===== config.mk =====
export PLATFORM = sky130hd
export DESIGN_NAME = paged_i2c_target_port
export DESIGN_NICKNAME = d
export VERILOG_FILES = /design/src/i2c_target_pkg.sv /design/src/paged_i2c_target_port.sv
export SDC_FILE = /design/constraint.sdc
export NUM_CORES = 1
export LEC_CHECK = 0
export ABC_CLOCK_PERIOD_IN_PS = 3200
export BUFFER_PORTS_ARGS = -buffer_cell sky130_fd_sc_hd__clkbuf_2
export CAP_MARGIN = 20
export CORE_MARGIN = 10
export CORE_UTILIZATION = 40
export CTS_CLUSTER_SIZE = 20
export DETAILED_ROUTE_END_ITERATION = 10
export GPL_ROUTABILITY_DRIVEN = 0
export MAX_ROUTING_LAYER = met4
export PLACE_DENSITY = 0.69
export SYNTH_ARGS = -nofsm -noshare
export SYNTH_HDL_FRONTEND = slang
export SYNTH_SLANG_ARGS = --single-unit

===== constraint.sdc =====
create_clock -name clk_i -period 3.2 [get_ports clk_i]
set_input_delay 0.16 -clock clk_i [delete_from_list [all_inputs] [get_ports clk_i]]
set_output_delay 0.16 -clock clk_i [all_outputs]
set_load 0.03 [all_outputs]

===== src/i2c_target_pkg.sv =====
package i2c_target_pkg;

   // ==========================================================
   // Timing
   localparam int unsigned CLK_HZ = 40_000_000;
   localparam int unsigned CLK_PERIOD_NS = 25;
   localparam int unsigned TIMEOUT_MS = 25;
   localparam int unsigned TIMEOUT_CYC = CLK_HZ / 1000 * TIMEOUT_MS;
   localparam int unsigned TOUT_W = 20;
   localparam int unsigned SPIKE_NS = 50;
   localparam int unsigned FILT_CYC = (SPIKE_NS + CLK_PERIOD_NS - 1) / CLK_PERIOD_NS;
   localparam int unsigned FILT_W = 3;
   localparam int unsigned MODE_WAIT_CYC = 4;
   localparam int unsigned MODE_W = 3;

   // ==========================================================
   // Register map and addressing
   localparam logic [6:0] PAGE_SEL_ADDR = 7'h01;
   localparam logic [6:0] GLOBAL_LAST = 7'h3F;
   localparam logic [6:0] LAST_ADDR = 7'h7F;
   localparam logic [4:0] GLOBAL_PAGE = 5'h00;
   localparam logic [15:0] PAGE_RESET = 16'h0000;
   localparam logic [2:0] TARGET_UPPER = 3'h5;
   localparam logic [3:0] BYTE_BITS = 4'h8;
   localparam logic PROTO_I2C = 1'b1;

   // ==========================================================
   // Strap decode codes
   localparam logic [1:0] STRAP_LOW = 2'h0;
   localparam logic [1:0] STRAP_HIGH = 2'h1;
   localparam logic [1:0] STRAP_SDA = 2'h2;
   localparam logic [1:0] STRAP_SCL = 2'h3;

   // ==========================================================
   // Input lines and buffering
   localparam int unsigned NUM_LINES = 4;
   localparam int unsigned LINE_SCL = 0;
   localparam int unsigned LINE_SDA = 1;
   localparam logic [3:0] LINE_RESET = 4'hF;
   localparam int unsigned FIFO_DEPTH = 4;

   // ==========================================================
   // Types
   typedef struct packed {
      logic global_win;
      logic [4:0] page;
      logic [6:0] offset;
   } reg_loc_t;

   typedef struct packed {
      reg_loc_t loc;
      logic [15:0] data;
   } wr_word_t;

   typedef enum logic [1:0] {
      WIDX_REG = 2'h0,
      WIDX_HI = 2'h1,
      WIDX_LO = 2'h2
   } wr_idx_t;

   typedef enum logic [7:0] {
      ST_IDLE = 8'h01,
      ST_ADDR = 8'h02,
      ST_ADDR_ACK = 8'h04,
      ST_RX = 8'h08,
      ST_RX_ACK = 8'h10,
      ST_TX = 8'h20,
      ST_TX_ACK = 8'h40,
      ST_IGNORE = 8'h80
   } bus_state_t;

endpackage


===== src/paged_i2c_target_port.sv =====
`timescale 1ns/1ps

// ==========================================================
// Word buffer between the bus side and the register side
module sync_fifo #(
   parameter int unsigned WIDTH = 8,
   parameter int unsigned DEPTH = 4
) (
   // Clock and reset
   input wire logic clk_i,
   input wire logic rst_i,
   // Fill side
   input wire logic in_valid_i,
   output logic in_ready_o,
   input wire logic [WIDTH-1:0] in_data_i,
   // Drain side
   output logic out_valid_o,
   input wire logic out_ready_i,
   output logic [WIDTH-1:0] out_data_o
);
   localparam int unsigned AW = (DEPTH > 1) ? $clog2(DEPTH) : 1;

   logic [WIDTH-1:0] mem_q [DEPTH];
   logic [AW-1:0] wr_ptr_q;
   logic [AW-1:0] rd_ptr_q;
   logic [AW:0] count_q;
   logic push;
   logic pop;

   function automatic logic [AW-1:0] next_ptr(input logic [AW-1:0] p);
      if (p == AW'(DEPTH - 1)) begin
         return '0;
      end
      return AW'(p + 1'b1);
   endfunction

   assign in_ready_o = (count_q != (AW + 1)'(DEPTH));
   assign out_valid_o = (count_q != '0);
   assign out_data_o = mem_q[rd_ptr_q];
   assign push = in_valid_i && in_ready_o;
   assign pop = out_valid_o && out_ready_i;

   always_ff @(posedge clk_i) begin
      if (push) begin
         mem_q[wr_ptr_q] <= in_data_i;
      end
   end

   always_ff @(posedge clk_i) begin
      if (rst_i) begin
         wr_ptr_q <= '0;
         rd_ptr_q <= '0;
         count_q <= '0;
      end else begin
         if (push) begin
            wr_ptr_q <= next_ptr(wr_ptr_q);
         end
         if (pop) begin
            rd_ptr_q <= next_ptr(rd_ptr_q);
         end
         if (push && !pop) begin
            count_q <= (AW + 1)'(count_q + 1'b1);
         end else if (pop && !push) begin
            count_q <= (AW + 1)'(count_q - 1'b1);
         end
      end
   end
endmodule

// ==========================================================
// Two-wire target port
module paged_i2c_target_port #(
   parameter int unsigned TIMEOUT_CYCLES = i2c_target_pkg::TIMEOUT_CYC
) (
   // Clock and reset
   input wire logic clk_i,
   input wire logic rst_i,
   // Bus pins
   input wire logic scl_i,
   input wire logic sda_i,
   output logic sda_o,
   output logic sda_oe_o,
   // Strap pins
   input wire logic addr_strap_low_i,
   input wire logic addr_strap_high_i,
   input wire logic proto_sel_i,
   // Register side
   output logic wr_valid_o,
   input wire logic wr_ready_i,
   output i2c_target_pkg::wr_word_t wr_word_o,
   output i2c_target_pkg::reg_loc_t rd_loc_o,
   input wire logic [15:0] rd_data_i,
   // Status
   output logic i2c_mode_o,
   output logic [15:0] page_o,
   output logic busy_o
);
   i2c_target_pkg::bus_state_t state_q;
   i2c_target_pkg::wr_idx_t widx_q;
   i2c_target_pkg::reg_loc_t rd_loc_q;
   i2c_target_pkg::wr_word_t fifo_in;
   logic [3:0] sync1_q;
   logic [3:0] sync2_q;
   logic [3:0] filt_q;
   logic [3:0] prev_q;
   logic [i2c_target_pkg::FILT_W-1:0] fcnt_q [i2c_target_pkg::NUM_LINES];
   logic [1:0] proto_sync_q;
   logic [i2c_target_pkg::MODE_W-1:0] mode_cnt_q;
   logic mode_done_q;
   logic i2c_mode_q;
   logic [i2c_target_pkg::TOUT_W-1:0] tcnt_q [2];
   logic [1:0] strap_pre_q;
   logic [1:0] strap_start_q;
   logic strap_wait_q;
   logic [3:0] strap_sel_q;
   logic [7:0] shift_q;
   logic [3:0] bitcnt_q;
   logic oe_q;
   logic rw_q;
   logic mack_q;
   logic busy_q;
   logic [6:0] ptr_q;
   logic block_q;
   logic [7:0] hi_q;
   logic [15:0] word_q;
   logic tx_lo_q;
   logic [15:0] page_q;
   logic scl;
   logic sda;
   logic scl_rise;
   logic scl_fall;
   logic start_ev;
   logic stop_ev;
   logic timeout;
   logic rx_byte_done;
   logic word_done;
   logic is_page;
   logic fifo_ready;
   logic rx_ack;
   logic tx_load;
   logic [15:0] rd_word;
   logic [7:0] tx_next;

   // ==========================================================
   // Helpers
   function automatic logic [1:0] decode_strap(input logic pre, input logic at_start, input logic at_fall);
      if (!pre) begin
         return i2c_target_pkg::STRAP_LOW;
      end else if (!at_start) begin
         return i2c_target_pkg::STRAP_SDA;
      end else if (!at_fall) begin
         return i2c_target_pkg::STRAP_SCL;
      end
      return i2c_target_pkg::STRAP_HIGH;
   endfunction

   function automatic i2c_target_pkg::reg_loc_t make_loc(input logic [6:0] offs, input logic [15:0] page);
      i2c_target_pkg::reg_loc_t loc;
      loc.offset = offs;
      loc.global_win = (offs <= i2c_target_pkg::GLOBAL_LAST);
      loc.page = loc.global_win ? i2c_target_pkg::GLOBAL_PAGE : page[4:0];
      return loc;
   endfunction

   // ==========================================================
   // Pin synchronisers and spike filters
   always_ff @(posedge clk_i) begin
      if (rst_i) begin
         sync1_q <= i2c_target_pkg::LINE_RESET;
         sync2_q <= i2c_target_pkg::LINE_RESET;
         proto_sync_q <= '0;
      end else begin
         sync1_q <= {addr_strap_high_i, addr_strap_low_i, sda_i, scl_i};
         sync2_q <= sync1_q;
         proto_sync_q <= {proto_sync_q[0], proto_sel_i};
      end
   end

   // Straps pass the same filter so they stay aligned with SDA and SCL
   always_ff @(posedge clk_i) begin
      if (rst_i) begin
         filt_q <= i2c_target_pkg::LINE_RESET;
         prev_q <= i2c_target_pkg::LINE_RESET;
         for (int i = 0; i < i2c_target_pkg::NUM_LINES; i++) begin
            fcnt_q[i] <= '0;
         end
      end else begin
         prev_q <= filt_q;
         for (int i = 0; i < i2c_target_pkg::NUM_LINES; i++) begin
            if (sync2_q[i] != filt_q[i]) begin
               if (fcnt_q[i] == i2c_target_pkg::FILT_W'(i2c_target_pkg::FILT_CYC - 1)) begin
                  filt_q[i] <= sync2_q[i];
                  fcnt_q[i] <= '0;
               end else begin
                  fcnt_q[i] <= i2c_target_pkg::FILT_W'(fcnt_q[i] + 1'b1);
               end
            end else begin
               fcnt_q[i] <= '0;
            end
         end
      end
   end

   assign scl = filt_q[i2c_target_pkg::LINE_SCL];
   assign sda = filt_q[i2c_target_pkg::LINE_SDA];
   assign scl_rise = scl && !prev_q[i2c_target_pkg::LINE_SCL];
   assign scl_fall = !scl && prev_q[i2c_target_pkg::LINE_SCL];
   // SDA moving while SCL stays high
   assign start_ev = scl && prev_q[i2c_target_pkg::LINE_SCL] && prev_q[i2c_target_pkg::LINE_SDA] && !sda;
   assign stop_ev = scl && prev_q[i2c_target_pkg::LINE_SCL] && !prev_q[i2c_target_pkg::LINE_SDA] && sda;

   // ==========================================================
   // Protocol choice at start-up
   always_ff @(posedge clk_i) begin
      if (rst_i) begin
         mode_cnt_q <= '0;
         mode_done_q <= 1'b0;
         i2c_mode_q <= 1'b0;
      end else if (!mode_done_q) begin
         if (mode_cnt_q == i2c_target_pkg::MODE_W'(i2c_target_pkg::MODE_WAIT_CYC - 1)) begin
            i2c_mode_q <= (proto_sync_q[1] == i2c_target_pkg::PROTO_I2C);
            mode_done_q <= 1'b1;
         end else begin
            mode_cnt_q <= i2c_target_pkg::MODE_W'(mode_cnt_q + 1'b1);
         end
      end
   end

   // ==========================================================
   // Stuck-low timeout, one counter each for SCL and SDA
   always_ff @(posedge clk_i) begin
      if (rst_i) begin
         tcnt_q[0] <= '0;
         tcnt_q[1] <= '0;
      end else begin
         for (int i = 0; i < 2; i++) begin
            if (state_q == i2c_target_pkg::ST_IDLE || filt_q[i] || timeout) begin
               tcnt_q[i] <= '0;
            end else begin
               tcnt_q[i] <= i2c_target_pkg::TOUT_W'(tcnt_q[i] + 1'b1);
            end
         end
      end
   end

   assign timeout = (tcnt_q[0] == i2c_target_pkg::TOUT_W'(TIMEOUT_CYCLES - 1)) ||
                    (tcnt_q[1] == i2c_target_pkg::TOUT_W'(TIMEOUT_CYCLES - 1));

   // ==========================================================
   // Address straps: level before START, at START, at first SCL fall
   always_ff @(posedge clk_i) begin
      if (rst_i) begin
         strap_pre_q <= '0;
         strap_start_q <= '0;
         strap_wait_q <= 1'b0;
         strap_sel_q <= '0;
      end else if (start_ev) begin
         strap_pre_q <= prev_q[3:2];
         strap_start_q <= filt_q[3:2];
         strap_wait_q <= 1'b1;
      end else if (strap_wait_q && scl_fall) begin
         strap_sel_q <= {decode_strap(strap_pre_q[1], strap_start_q[1], filt_q[3]),
                         decode_strap(strap_pre_q[0], strap_start_q[0], filt_q[2])};
         strap_wait_q <= 1'b0;
      end
   end

   // ==========================================================
   // Byte-level decisions
   assign rx_byte_done = (state_q == i2c_target_pkg::ST_RX) && scl_fall && (bitcnt_q == i2c_target_pkg::BYTE_BITS);
   assign word_done = rx_byte_done && (widx_q == i2c_target_pkg::WIDX_LO);
   assign is_page = (ptr_q == i2c_target_pkg::PAGE_SEL_ADDR);
   // Full buffer refuses the word with a not-acknowledge
   assign rx_ack = !(word_done && !is_page && !fifo_ready);
   assign rd_word = is_page ? page_q : rd_data_i;
   assign tx_next = tx_lo_q ? word_q[7:0] : rd_word[15:8];
   assign tx_load = scl_fall && (((state_q == i2c_target_pkg::ST_ADDR_ACK) && rw_q) ||
                                 ((state_q == i2c_target_pkg::ST_TX_ACK) && mack_q));
   assign fifo_in.loc = make_loc(ptr_q, page_q);
   assign fifo_in.data = {hi_q, shift_q};

   // ==========================================================
   // Bus state machine
   always_ff @(posedge clk_i) begin
      if (rst_i) begin
         state_q <= i2c_target_pkg::ST_IDLE;
         shift_q <= '0;
         bitcnt_q <= '0;
         oe_q <= 1'b0;
         rw_q <= 1'b0;
         mack_q <= 1'b0;
      end else if (!i2c_mode_q || timeout) begin
         state_q <= i2c_target_pkg::ST_IDLE;
         oe_q <= 1'b0;
      end else if (start_ev) begin
         state_q <= i2c_target_pkg::ST_ADDR;
         bitcnt_q <= '0;
         oe_q <= 1'b0;
      end else if (stop_ev) begin
         state_q <= i2c_target_pkg::ST_IDLE;
         oe_q <= 1'b0;
      end else begin
         unique case (state_q)
            i2c_target_pkg::ST_IDLE, i2c_target_pkg::ST_IGNORE: begin
               oe_q <= 1'b0;
            end
            i2c_target_pkg::ST_ADDR, i2c_target_pkg::ST_RX: begin
               if (scl_rise && bitcnt_q != i2c_target_pkg::BYTE_BITS) begin
                  shift_q <= {shift_q[6:0], sda};
                  bitcnt_q <= 4'(bitcnt_q + 1'b1);
               end else if (scl_fall && bitcnt_q == i2c_target_pkg::BYTE_BITS) begin
                  bitcnt_q <= '0;
                  if (state_q == i2c_target_pkg::ST_RX) begin
                     state_q <= i2c_target_pkg::ST_RX_ACK;
                     oe_q <= rx_ack;
                  end else if (shift_q[7:1] == {i2c_target_pkg::TARGET_UPPER, strap_sel_q}) begin
                     state_q <= i2c_target_pkg::ST_ADDR_ACK;
                     rw_q <= shift_q[0];
                     oe_q <= 1'b1;
                  end else begin
                     state_q <= i2c_target_pkg::ST_IGNORE;
                  end
               end
            end
            i2c_target_pkg::ST_ADDR_ACK, i2c_target_pkg::ST_RX_ACK: begin
               // Held from fall to fall, covering the whole high phase
               if (tx_load) begin
                  state_q <= i2c_target_pkg::ST_TX;
                  shift_q <= tx_next;
                  oe_q <= !tx_next[7];
                  bitcnt_q <= 4'h1;
               end else if (scl_fall) begin
                  state_q <= i2c_target_pkg::ST_RX;
                  oe_q <= 1'b0;
                  bitcnt_q <= '0;
               end
            end
            i2c_target_pkg::ST_TX: begin
               if (scl_fall) begin
                  if (bitcnt_q == i2c_target_pkg::BYTE_BITS) begin
                     state_q <= i2c_target_pkg::ST_TX_ACK;
                     oe_q <= 1'b0;
                  end else begin
                     oe_q <= !shift_q[6];
                     shift_q <= {shift_q[6:0], 1'b0};
                     bitcnt_q <= 4'(bitcnt_q + 1'b1);
                  end
               end
            end
            i2c_target_pkg::ST_TX_ACK: begin
               if (scl_rise) begin
                  mack_q <= !sda;
               end else if (tx_load) begin
                  state_q <= i2c_target_pkg::ST_TX;
                  shift_q <= tx_next;
                  oe_q <= !tx_next[7];
                  bitcnt_q <= 4'h1;
               end else if (scl_fall) begin
                  state_q <= i2c_target_pkg::ST_IGNORE;
               end
            end
            default: begin
               state_q <= i2c_target_pkg::ST_IDLE;
               oe_q <= 1'b0;
            end
         endcase
      end
   end

   // ==========================================================
   // Pointer, page and data words
   always_ff @(posedge clk_i) begin
      if (rst_i) begin
         widx_q <= i2c_target_pkg::WIDX_REG;
         ptr_q <= '0;
         block_q <= 1'b0;
         hi_q <= '0;
         word_q <= '0;
         tx_lo_q <= 1'b0;
         page_q <= i2c_target_pkg::PAGE_RESET;
      end else if (start_ev) begin
         widx_q <= i2c_target_pkg::WIDX_REG;
         tx_lo_q <= 1'b0;
      end else if (rx_byte_done) begin
         unique case (widx_q)
            i2c_target_pkg::WIDX_REG: begin
               block_q <= shift_q[7];
               ptr_q <= shift_q[6:0];
               widx_q <= i2c_target_pkg::WIDX_HI;
            end
            i2c_target_pkg::WIDX_HI: begin
               hi_q <= shift_q;
               widx_q <= i2c_target_pkg::WIDX_LO;
            end
            i2c_target_pkg::WIDX_LO: begin
               if (is_page) begin
                  page_q <= {hi_q, shift_q};
               end
               if (block_q && ptr_q != i2c_target_pkg::LAST_ADDR) begin
                  ptr_q <= 7'(ptr_q + 1'b1);
               end
               widx_q <= i2c_target_pkg::WIDX_HI;
            end
            default: begin
               widx_q <= i2c_target_pkg::WIDX_REG;
            end
         endcase
      end else if (tx_load) begin
         if (!tx_lo_q) begin
            word_q <= rd_word;
         end
         tx_lo_q <= !tx_lo_q;
      end else if ((state_q == i2c_target_pkg::ST_TX_ACK) && scl_rise && !sda && !tx_lo_q) begin
         if (block_q && ptr_q != i2c_target_pkg::LAST_ADDR) begin
            ptr_q <= 7'(ptr_q + 1'b1);
         end
      end
   end

   // ==========================================================
   // Register-side buffer and outputs
   sync_fifo #(
      .WIDTH($bits(i2c_target_pkg::wr_word_t)),
      .DEPTH(i2c_target_pkg::FIFO_DEPTH)
   ) u_wr_fifo (
      .clk_i(clk_i),
      .rst_i(rst_i),
      .in_valid_i(word_done && !is_page),
      .in_ready_o(fifo_ready),
      .in_data_i(fifo_in),
      .out_valid_o(wr_valid_o),
      .out_ready_i(wr_ready_i),
      .out_data_o(wr_word_o)
   );

   always_ff @(posedge clk_i) begin
      if (rst_i) begin
         rd_loc_q <= '0;
         busy_q <= 1'b0;
      end else begin
         rd_loc_q <= make_loc(ptr_q, page_q);
         busy_q <= (state_q != i2c_target_pkg::ST_IDLE);
      end
   end

   // Only SDA is ever pulled low; SCL is input only
   assign sda_o = 1'b0;
   assign sda_oe_o = oe_q;
   assign rd_loc_o = rd_loc_q;
   assign i2c_mode_o = i2c_mode_q;
   assign page_o = page_q;
   assign busy_o = busy_q;
endmodule


---- Word level (Yosys, flattened, before mapping) ----
Memories as Yosys holds them, arrays and structs flattened. A register that Yosys moved wholly into a read port is not among the register bits.
Index checks and enable logic that the tools add are counted.
word-level totals
  memory bits (writable) .................. 168
  word-level logic and storage cells ...... 382
  ROM bits ................................ 0
  latch bits .............................. 0
  memories ................................ 3
  flip-flop bits (word level) ............. 119
operators by class
  reductions and logical operators ........ 80
  magnitude comparators ................... 1
  add/sub/neg operators ................... 13
  multipliers ............................. 0
  equality and inequality tests ........... 58
  mux-type cells .......................... 165
  shift operators ......................... 0
  bitwise logic cells ..................... 26
  divide/modulo/power cells ............... 0
memories
  name             words  bits a word  rd ports  clocked after memory_dff  wr ports  RTL line                      RTL
  u_wr_fifo.mem_q  4      29           1         1                         1         paged_i2c_target_port.sv:23   logic [WIDTH-1:0] mem_q [DEPTH];
  tcnt_q           2      20           2         0                         2         paged_i2c_target_port.sv:111  logic [i2c_target_pkg::TOUT_W-1:0] tcnt_q [2];
  fcnt_q           4      3            4         0                         4         paged_i2c_target_port.sv:106  logic [i2c_target_pkg::FILT_W-1:0] fcnt_q [i2c_target_pkg::NUM_LINES];
operators by type and width
  operator               number
  $mux 8                 17
  $mux 1                 92
  $mux 20                4
  $mux 3                 14
  $add 20x1->20 const B  2
  $eq 20x20->1 const B   2
  $mux 4                 10
  $pmux 8 s5             1
  $mux 2                 16
  $ne 4x4->1 const B     8
  $pmux 8 s4             1
  $reduce_and 8->1       4
  $mux 7                 4
  $ne 3x3->1 const B     9
  $logic_and 1x1->1      26
  $ne 2x2->1 const B     10
  $add 3x1->3 const B    6
  $mux 16                1
  $or 1x1->1             16
  $pmux 4 s4             1
  $reduce_and 2->1       8
  $pmux 7 s2             1
  $logic_not 1->1        13
  $eq 3x1->1 const B     4
  other kinds (41)       73

---- Depth between registers and ports, before layout ----
  depth after elaboration ................. 12
  depth in mapped cells ................... 13
  gate-level depth less buffers ........... 12

---- Hierarchy ----
Synthesis repeated with hierarchy kept, for this count alone.
unflattened totals
  cells, all modules ...................... 1,037
  area total of the unflattened synthesis .. 12,613.3 µm²
by module, submodules not included
  module                 area each (µm²)  cells each  instances  sequential area each (µm²)
  paged_i2c_target_port  7,958.9          838         1          3,803.6
  sync_fifo              4,654.5          199         1          3,663.5

---- Worst setup path after synthesis ----
No wires, ideal clock.
  kind .................................... reg-to-reg
  from .................................... register ptr_q[1]
  to ...................................... register u_wr_fifo.count_q[2]
  path slack .............................. 0.174 ns
  required time ........................... 3.129 ns
  stages on the path, launching flop included .. 14
  buffers on the path ..................... 1
  clock period less this slack ............ 3.026 ns
  arrival ................................. 2.956 ns
  cells stage by stage .................... dfxtp_1 > inv_1 > ha_1 > nor2b_1 > nand2_1 > clkbuf_1 > nand2_1 > nor3_2 > ha_1 > inv_1 > fa_1 > xor2_1 > or3_1 > a21oi_1
on the way
  cells in the longest elaborated chain, start to end .. 7
  elaborated cells on any way between the ends .. 9
ends and longest elaborated chain
  item                         RTL line                      RTL
  start, declared              paged_i2c_target_port.sv:122  logic [6:0] ptr_q;
  start signal, assigned       paged_i2c_target_port.sv:388  ptr_q <= shift_q[6:0];
  start signal, assigned       paged_i2c_target_port.sv:400  ptr_q <= 7'(ptr_q + 1'b1);
  start signal, assigned       paged_i2c_target_port.sv:415  ptr_q <= 7'(ptr_q + 1'b1);
  $eq 7x1->1 (*)               paged_i2c_target_port.sv:272  assign is_page = (ptr_q == i2c_target_pkg::PAGE_SEL_ADDR);
  $logic_not 1->1 (*)          paged_i2c_target_port.sv:428  .in_valid_i(word_done && !is_page),
  $logic_and 1x1->1 (*)        paged_i2c_target_port.sv:428
  $logic_and 1x1->1 (*)        paged_i2c_target_port.sv:40   assign push = in_valid_i && in_ready_o;
  named net u_wr_fifo.push     paged_i2c_target_port.sv:27   logic push;
  $logic_not 1->1              paged_i2c_target_port.sv:63   end else if (pop && !push) begin
  $logic_and 1x1->1            paged_i2c_target_port.sv:63
  $reduce_bool 2->1 (no line)  n/a
  end signal, assigned         paged_i2c_target_port.sv:62   count_q <= (AW + 1)'(count_q + 1'b1);
  end signal, assigned         paged_i2c_target_port.sv:64   count_q <= (AW + 1)'(count_q - 1'b1);
  end, declared                paged_i2c_target_port.sv:26   logic [AW:0] count_q;
Mark *: on every way through the listed nets, which the timed path passes. The rest lies on a longest branch.
A chain may end at the register's enable or synchronous reset.

---- Worst setup path in the final report ----
  from .................................... register state_q[5]
  to ...................................... register u_wr_fifo.count_q[2]
on the way
  cells in the longest elaborated chain, start to end .. 9
  elaborated cells on any way between the ends .. 11
ends and longest elaborated chain
  item                                RTL line                      RTL
  start, declared                     paged_i2c_target_port.sv:98   i2c_target_pkg::bus_state_t state_q;
  start signal, assigned              paged_i2c_target_port.sv:286  state_q <= i2c_target_pkg::ST_IDLE;
  start signal, assigned              paged_i2c_target_port.sv:293  state_q <= i2c_target_pkg::ST_IDLE;
  start signal, assigned              paged_i2c_target_port.sv:296  state_q <= i2c_target_pkg::ST_ADDR;
  $eq 8x4->1 (*)                      paged_i2c_target_port.sv:270  assign rx_byte_done = (state_q == i2c_target_pkg::ST_RX) && scl_fall && (bitcnt_q == i2c_target_pkg::BYTE_BITS ...
  $logic_and 1x1->1 (*) (2 in a row)  paged_i2c_target_port.sv:270
  $logic_and 1x1->1 (*)               paged_i2c_target_port.sv:271  assign word_done = rx_byte_done && (widx_q == i2c_target_pkg::WIDX_LO);
  $logic_and 1x1->1 (*)               paged_i2c_target_port.sv:428
  $logic_and 1x1->1 (*)               paged_i2c_target_port.sv:40
  named net u_wr_fifo.push            paged_i2c_target_port.sv:27
  $logic_not 1->1                     paged_i2c_target_port.sv:63
  $logic_and 1x1->1                   paged_i2c_target_port.sv:63
  $reduce_bool 2->1 (no line)         n/a
Marks and branches as above.

==> Implementation_results.wiki <==
{| class="wikitable"
! Metric !! Value
|-
| Outcome || finished clean
|-
| Max-Cap Viols || 0
|-
| Power per Cell Area || 521.9 nW/µm²
|-
| Largest net degree at the start of global routing || 66
|-
| Clk_skew || 0.02467 ns
|-
| Destination of the worst register-to-register timing path || u_wr_fifo.count_q[2]
|-
| Worst-Margin Slew || 0.8112 ns
|-
| Average wire per standard cell || 16.77 µm
|-
| Clk pin slew, worst setup/hold paths || 0.07 ns
|-
| Relative area change from synthesis to final layout || 18.64%
|-
| Post-route minimum period || 2.955 ns
|-
| Utilization after layout || 0.4841
|-
| Critical hold path startpoint || rd_data_i[2]
|-
| Combinational family with the most area after synthesis || simple AND/OR/NAND/NOR gates
|-
| Total clock buffers created by CTS || 29
|-
| Antenna violations before repair || 0
|-
| Antenna-violating nets left || 0
|-
| Top cell types by occurrence after synthesis || sky130_fd_sc_hd__edfxtp_1 (168), sky130_fd_sc_hd__nor2_1 (127), sky130_fd_sc_hd__dfxtp_1 (121)
|-
| Number of antenna cells inserted || 0
|-
| Critical Path RT || 3.68 ns
|-
| Endpoint, Worst Hold || word_q[2]
|-
| Flop and latch count out of synthesis || 289
|-
| Area of the core region || 30,830 µm²
|-
| Global-route wire length before repair || 44,100 µm
|-
| Synth Area in Adders || 0.02347
|-
| Iter 0 DRT Violations || 519
|-
| Count of warnings emitted by yosys || 0
|-
| Gr ovfl total || 0
|-
| Number of nets in the layout || 1,244
|-
| Number of buffers between clock root and the deepest sink || 3
|-
| Xor and xnor area share after synthesis || 0.03481
|-
| Async set or reset register ratio after synthesis || 0
|-
| Routed via count divided by cell count || 5.191
|-
| P_leak || 5.366 nW
|-
| Final Setup Violations || 0
|-
| Part of the Yosys area used for sequential elements || 0.5936
|-
| Clock sink count || 289
|-
| Vertical die dimension || 197.3 µm
|-
| Number of detailed-route iterations in the first pass || 5
|-
| Final sum of negative setup slack || 0 ns
|-
| Starting density of the core || 0.4080
|-
| Basic-gate share of the synthesized area counting and, or, nand and nor cells || 0.1643
|-
| Total Wirelength || 27,100 µm
|-
| Class of the most critical setup path || reg -> reg
|-
| Combined area of all synthesized cells || 12,580 µm²
|-
| Reg2reg start || state_q[5]
|-
| Distinct cell type count after synthesis || 74
|-
| Die width || 197.3 µm
|-
| FP Rows || 64
|-
| GRT Util Overall || 0.1421
|-
| Type of element capturing the critical path || flip-flop
|-
| Final-report hold violation count || 0
|-
| Dominant synthesized flop cell || sky130_fd_sc_hd__edfxtp_1
|-
| Cell count after synthesis || 1,033
|-
| Average footprint of a synthesized cell || 12.18 µm²
|-
| Type of origin of the critical path || flip-flop
|-
| Overall power || 0.007789 W
|-
| Mux cell area share after synthesis || 0.09737
|-
| EDFF count, synth || 168
|-
| Period utilisation layout || 0.9234
|-
| Number of levels the H-tree was split into || 1
|-
| Via count of the routed design || 8,388
|-
| Number of hold buffers added after CTS || 15
|-
| Top post-synthesis cells by area || sky130_fd_sc_hd__edfxtp_1 (40%), sky130_fd_sc_hd__dfxtp_1 (19%), sky130_fd_sc_hd__mux4_2 (5.2%)
|-
| Post-route DRC violation count || 0
|-
| Count of pins on the block boundary || 87
|-
| Layout cell share with drive strength beyond 1 || 0.1836
|-
| Number of max-slew violations in the final report || 0
|-
| IR drop worst, VDD || 0.3929 mV
|-
| Achievable Freq || 0.3384 GHz
|-
| Root buffer cell || sky130_fd_sc_hd__clkbuf_16
|-
| Worst setup slack for register-to-register paths || 0.25 ns
|-
| Crit Path Max Fanout || 8
|-
| Setup repair after global routing missed its margin || no
|-
| Compound-gate portion of the synthesized area || 0.06206
|-
| Post-CTS setup buffer count || 0
|-
| Cell type contributing the most total cell area after synthesis || sky130_fd_sc_hd__edfxtp_1
|-
| Clock latency of the later-clocked register in the worst-skew pair || 0.57 ns
|-
| Clock tree from TritonCTS || built
|-
| Estimated wirelength of the detail-placed design || 18,160 µm
|-
| Worst endpoint data arrival time || 3.43 ns
|-
| Most numerous cell in the Yosys netlist || sky130_fd_sc_hd__edfxtp_1
|-
| R2r worst-path depth || 10
|-
| Worst rel slew slack || 0.4577
|-
| Number of global-route vias before repair || 8,337
|-
| Resized Gates After CTS || 0
|-
| Post-synth top area share || 0.4010
|-
| Path class of the lowest-slack min-delay path || in -> reg
|-
| Die Footprint || 38,940 µm²
|-
| Hold path depth || 5
|-
| Count of buffers from port buffering || 85
|}
[per-layer routing]
layer | wire length, µm | global-route usage
met1 | 12120 | 0.1793
met5 | 0 | -
met4 | 541 | 0.03247
met3 | 1762 | 0.02964
met2 | 12680 | 0.2306
[report_power, final]
group          total, W  switching [W]  internal (W)  leakage (nW)
clock network   0.00354        0.00143       0.00211         0.503
logic          0.000232       0.000131      0.000101          2.30
registers       0.00401      0.0000497       0.00396          2.56
total           0.00779        0.00162       0.00617          5.37
[how the worst max path moves through the flow]
| stage | cells after the start | endpoint | start | slack [ns] |
|---|---|---|---|---|
| floorplan | 13 | u_wr_fifo.count_q[2] | ptr_q[1] | 0.17 |
| global placement | 10 | u_wr_fifo.count_q[2] | state_q[5] | 0.37 |
| detailed placement | 10 | u_wr_fifo.count_q[2] | state_q[5] | 0.30 |
| CTS | 10 | u_wr_fifo.count_q[2] | state_q[5] | 0.27 |
| global route | 10 | u_wr_fifo.count_q[2] | state_q[5] | 0.07 |
| finish | 10 | u_wr_fifo.count_q[2] | state_q[5] | 0.25 |
[layout by cell type, fill, tap and decap left out, types with 18 or more instances in the layout]
cell / n
sky130_fd_sc_hd__a21oi_1: 42
sky130_fd_sc_hd__buf_4: 21
sky130_fd_sc_hd__clkbuf_16: 30
sky130_fd_sc_hd__clkbuf_2: 84
sky130_fd_sc_hd__conb_1: 53
sky130_fd_sc_hd__dfxtp_1: 120
sky130_fd_sc_hd__edfxtp_1: 168
sky130_fd_sc_hd__ha_1: 22
sky130_fd_sc_hd__inv_1: 30
sky130_fd_sc_hd__mux2i_1: 56
sky130_fd_sc_hd__mux4_2: 29
sky130_fd_sc_hd__nand2_1: 77
sky130_fd_sc_hd__nand3_1: 24
sky130_fd_sc_hd__nand4_1: 18
sky130_fd_sc_hd__nor2_1: 127
sky130_fd_sc_hd__nor2b_1: 27
sky130_fd_sc_hd__nor3_1: 21
sky130_fd_sc_hd__o21ai_0: 19
sky130_fd_sc_hd__xnor2_1: 24
sky130_fd_sc_hd__xor2_1: 26
[final cells by class]
type / instances / area [µm²]
clock buffers: 34 / 795.8
clock inverters: 20 / 224.0
fillers: 2727 / 15910
inverters: 30 / 112.6
multi-input cells: 722 / 5015
flip-flops and latches: 289 / 7468
well taps: 396 / 495.5
repair buffers: 125 / 813.3
[critical path, cell delays in order, from the launching register on]
cell and delay [ns]:
sky130_fd_sc_hd__dfxtp_1 0.41, sky130_fd_sc_hd__nor4_4 0.44, sky130_fd_sc_hd__and4b_2 0.35, sky130_fd_sc_hd__nand3_4 0.13
sky130_fd_sc_hd__nor3_2 0.28, sky130_fd_sc_hd__ha_1 0.23, sky130_fd_sc_hd__inv_1 0.06, sky130_fd_sc_hd__fa_1 0.37
sky130_fd_sc_hd__xor2_1 0.16, sky130_fd_sc_hd__or3_1 0.31, sky130_fd_sc_hd__a21oi_1 0.13
[flip-flops by register name, summed over array words and instances (netlist names), 7 cells and up, named ones only]
| signal | flops |
|---|---|
| rd_loc_o | 13 |
| hi_q | 8 |
| word_q | 8 |
| ptr_q | 7 |
| page_o | 16 |
| tcnt_q | 40 |
| shift_q | 8 |
| u_wr_fifo.mem_q | 116 |
| state_q | 8 |
| fcnt_q | 12 |
[cell families (layout without fill, tap and decap cells)]
group	after synthesis	count (layout)
other cells	2	53
flops	289	289
buf+inv	73	209
fa+ha+maj	23	23
mux	86	86
compound gates	116	116
simple gates	394	394
xor+xnor	50	50
[stage by stage]
| step | instance area (µm²) | setup WS (ns) | hold WS (ns) | cells |
|---|---|---|---|---|
| floorplan | 12770 | 0.1739 | 0.2638 | 1084 |
| global placement | 13750 | 0.3678 | 0.3466 | 1546 |
| global route | 14920 | 0.07208 | 0.08430 | 1616 |
| CTS | 14920 | 0.2657 | 0.006757 | 1615 |
| finish | 14920 | 0.2451 | 0.03172 | 1616 |
| detailed placement | 13750 | 0.3006 | 0.3478 | 1546 |
Power figures use the tool's default switching activity.
